**src/mpe_timer.sv**
```systemverilog
`timescale 1ns/1ps
module mpe_timer #(
  parameter int WIDTH = 22
) (
  input wire logic mclk_i,
  input wire logic rst_n_i,
  input wire logic start_i,
  input wire logic run_i,
  input wire logic [WIDTH-1:0] limit_i,
  output logic expired_o
);
  typedef struct packed {
    logic [WIDTH-1:0] count;
    logic expired;
  } mpe_timer_st_t;

  mpe_timer_st_t r;
  mpe_timer_st_t next_r;

  // ****************************************
  // Down counter, pulse on reaching zero
  // ****************************************
  always_comb begin
    next_r = r;
    next_r.expired = 1'b0;
    if (start_i) begin
      next_r.count = limit_i;
    end else if (run_i && r.count != '0) begin
      next_r.count = r.count - 1'b1;
      if (r.count == {{(WIDTH-1){1'b0}}, 1'b1}) begin
        next_r.expired = 1'b1;
      end
    end
  end

  always_ff @(posedge mclk_i) begin
    if (!rst_n_i) begin
      r <= '0;
    end else begin
      r <= next_r;
    end
  end

  assign expired_o = r.expired;
endmodule

```
**config.mk**
```make
export PLATFORM = sky130hd
export DESIGN_NAME = mpe_timer
export DESIGN_NICKNAME = d
export VERILOG_FILES = /design/src/mpe_timer.sv
export SDC_FILE = /design/constraint.sdc
export NUM_CORES = 1
export LEC_CHECK = 0
export ABC_CLOCK_PERIOD_IN_PS = 3100
export BUFFER_PORTS_ARGS = -buffer_cell sky130_fd_sc_hd__buf_4
export CAP_MARGIN = 20
export CORE_MARGIN = 1
export CORE_UTILIZATION = 50
export CTS_CLUSTER_SIZE = 28
export DETAILED_ROUTE_END_ITERATION = 8
export PLACE_DENSITY = 0.74
export SLEW_MARGIN = 30
export SYNTH_ARGS = -nofsm -noshare
export SYNTH_HDL_FRONTEND = slang
export SYNTH_SLANG_ARGS = --single-unit
```
**constraint.sdc**
```tcl
create_clock -name mclk_i -period 3.1 [get_ports mclk_i]
set_input_delay 0.31 -clock mclk_i [delete_from_list [all_inputs] [get_ports mclk_i]]
set_output_delay 0.31 -clock mclk_i [all_outputs]
set_load 0.05 [all_outputs]
```
==> flow_summary.ini <==
[clocking]
cts_sinks = 23
worstSkewPairLatency_ns = 0.31
clockBufferDepth = 2
cts_tree = done
ctsResizeCount = 0
hold_buffers = 0
cts_root_buffer = clkbuf_4
cts_made_buffers = 3
path_clk_slew_ns = 0.13
post-cts-setup-buffer-count = 0
htreeDepth = 1

[timing]
grt_setup_unrepaired = false
holdWs_ns = 0.214
tightest_slew_ns = 0.582
finalHoldViolCount = 0
fin_skew_ns = 0.00324
finalSetupTns_ns = 0
maxSlewHeadroom_pct = 60.8
slew_viol_final = 0
min_period_ns = 2.51
clock.fmax_mhz = 398
setup_viol = 0
period_share_pct = 81.0

[floorplanning]
initial_utilization_pct = 53.3
io_pins = 27
die_h_um = 53.4
die_w_um = 53.4
die-area_um2 = 2850
core-area_um2 = 2480
num_rows = 18

[pwr]
vdd_drop_max_v = 0.000320
p_clk_share_pct = 21.9
seqPwrFrac_pct = 53.0
power.leakage_nw = 0.595
total_power_mw = 0.640
power_switching_mw = 0.195
power_density_nw_per_um2 = 410
swShare_pct = 30.5
power_frac_comb_pct = 25.1
p_int_mw = 0.445

[min_path]
min_from = limit_i[2]
min_to = r[3]$_SDFFE_PN0P_
hold_path.class = in2reg
worstHoldPathCells = 2

[synthesis]
ys_seq_elements = 23
yosysUniqueCellTypes = 38
syn_nets = 193
yosys_warnings = 0
synthesis.instances = 165
synth_area_per_cell_um2 = 8.01
netlist_area_um2 = 1320
ys_seq_area_share_pct = 34.8

[worst_setup_path]
end_kind = register
timing.rr.end = r[2]$_SDFFE_PN0P_
r2r_setup_slack_ns = 0.59
worst_ep_required_time_ns = 3.34
cp_max_fo = 11
start_kind = register
worstPathArrival_ns = 2.76
path_class = reg2reg
reg2reg_from = r[13]$_SDFFE_PN0P_
r2r_cells = 5

[route]
vias = 1274
drt_iter0_markers = 27
dr.pass1.iters = 4
wl_per_cell_um = 13.7
antenna_left = 0
wl_um = 2980
vias_per_cell = 5.84
drc_errors = 0

[global_routing]
grt_remaining_overflow = 0
grt_pass1_wl_um = 4750
antenna_found_initial = 0
grt_max_degree = 24
grt_pass1_vias = 1110
track_usage_pct = 23.0

[place]
io_buffers = 26
gp_congestion = 0.842
dp_hpwl_um = 2200

[cells_and_area]
drive_above_1_share_pct = 20.7
syn_to_final_growth_pct = 18.1
nets = 217
nFillCells = 253
num_antenna_cells = 0

[outcome]
status = completed

[job]
cap_viol_max_count = 0
==> area by class of cell <==
class | count | area (µm²) | area share (%)
clock buffers | 4 | 26.3 | 1.68
inverters | 5 | 18.8 | 1.20
multi-input cells | 126 | 792 | 50.8
flip-flops and latches | 23 | 460 | 29.5
well taps | 30 | 37.5 | 2.41
repair buffers | 30 | 225 | 14.4
==> cells in the final DEF (no fill, tap or decap), types with 2 or more instances in the layout <==
cell type and instances:
or4_1 2, a211oi_1 2, nor2_1 11, nand2_1 5
nor4_1 5, xnor2_1 9, xor2_1 6, nand4_1 5
o211ai_1 2, dfxtp_1 23, nor4b_1 2, ha_1 2
nand4b_1 2, a21oi_1 23, nor3_1 6, nand3_1 5
o21ai_0 22, clkbuf_4 3, buf_4 30, inv_1 5
==> worst max-delay path: stages (launching register included) <==
cell and delay [ns]:
dfxtp_1 0.37, or4_1 0.68, or4b_4 0.69, o21ai_4 0.22
mux2_2 0.35, o21ai_0 0.13
==> cell usage after synthesis <==
| cell type | instances | area (µm²) |
|---|---|---|
| nor3_1 | 6 | 30.0 |
| nor4bb_1 | 1 | 10.0 |
| nand4_1 | 5 | 31.3 |
| a211oi_1 | 2 | 15.0 |
| nand2_1 | 5 | 18.8 |
| ha_1 | 2 | 25.0 |
| xor2_1 | 6 | 52.6 |
| nand4b_1 | 2 | 17.5 |
| nor2_1 | 11 | 41.3 |
| a311oi_1 | 1 | 8.76 |
| and2_0 | 1 | 6.26 |
| buf_2 | 1 | 5.00 |
| o21ai_2 | 1 | 8.76 |
| o211a_1 | 1 | 10.0 |
| nand3b_1 | 1 | 7.51 |
| inv_1 | 5 | 18.8 |
| dfxtp_1 | 23 | 460 |
| xnor2_1 | 9 | 78.8 |
| nor2b_1 | 1 | 6.26 |
| mux2_2 | 1 | 11.3 |
| nor4b_1 | 2 | 17.5 |
| or3_1 | 1 | 6.26 |
| clkbuf_1 | 9 | 33.8 |
| buf_6 | 1 | 11.3 |
| a41o_1 | 1 | 10.0 |
| nor4_1 | 5 | 31.3 |
| and3_1 | 1 | 6.26 |
| o21ba_2 | 1 | 10.0 |
| a21oi_1 | 23 | 115 |
| o31ai_1 | 1 | 7.51 |
| o21ai_0 | 22 | 110 |
| o211ai_1 | 2 | 15.0 |
| or4_1 | 2 | 15.0 |
| nor3b_1 | 1 | 7.51 |
| or4b_4 | 1 | 13.8 |
| nand3_1 | 5 | 25.0 |
| or2_2 | 1 | 6.26 |
| o21ai_4 | 1 | 16.3 |
==> flip-flops by register name (all words and copies together) (netlist names) <==
signal / cells
expired_o: 1
r: 22
==> worst max-delay path by stage <==
| stage | from | to | slack [ns] | depth (start not counted) |
|---|---|---|---|---|
| final | r[13]$_SDFFE_PN0P_ | r[2]$_SDFFE_PN0P_ | 0.59 | 5 |
| after global routing | r[1]$_SDFFE_PN0P_ | r[2]$_SDFFE_PN0P_ | 0.40 | 7 |
| after CTS | r[13]$_SDFFE_PN0P_ | r[2]$_SDFFE_PN0P_ | 0.59 | 5 |
| after detailed placement | r[13]$_SDFFE_PN0P_ | r[2]$_SDFFE_PN0P_ | 0.62 | 5 |
| after global placement | r[13]$_SDFFE_PN0P_ | r[2]$_SDFFE_PN0P_ | 0.70 | 5 |
| after floorplan | r[13]$_SDFFE_PN0P_ | r[2]$_SDFFE_PN0P_ | 0.85 | 6 |
==> through the flow <==
step                util (%)  setup slack [ns]  area (µm²)  cells
CTS                     63.0             0.592        1560    218
global route            63.0             0.397        1560    218
detailed placement      61.9             0.619        1530    214
finish                  63.0             0.589        1560    218
global placement        61.9             0.699        1530    214
floorplan                  -             0.854        1320    165
==> routing by layer <==
metal / vias to the layer above / part of all wire, % / global-route usage, %
li1: 651 / - / -
met1: 584 / 45 / 28.8
met4: 0 / 1.2 / 8.33
met3: 6 / 3.7 / 2.59
met5: - / 0 / 0
met2: 33 / 50 / 39.6
==> power groups by stage <==
stage	logic (mW)	clock network (mW)	registers, mW
after floorplan	0.110	0	0.341
after global placement	0.154	0	0.345
after detailed placement	0.160	0	0.346
after CTS	0.161	0.144	0.339
after global routing	0.179	0.157	0.343
final	0.161	0.140	0.339
==> logic make-up (layout without fill, tap and decap cells) <==
family	after synthesis	in the layout	share of synthesized area, %
and+or+nand+nor	52	52	22.5
AOI/OAI and AO/OA	56	56	24.7
buffers and inverters	16	39	5.21
adders and majority gates	2	2	1.89
DFF	23	23	34.8
xor gates and xnor gates	15	15	9.94
muxes	1	1	0.852
Note: power is estimated with default switching activity, not from simulation.
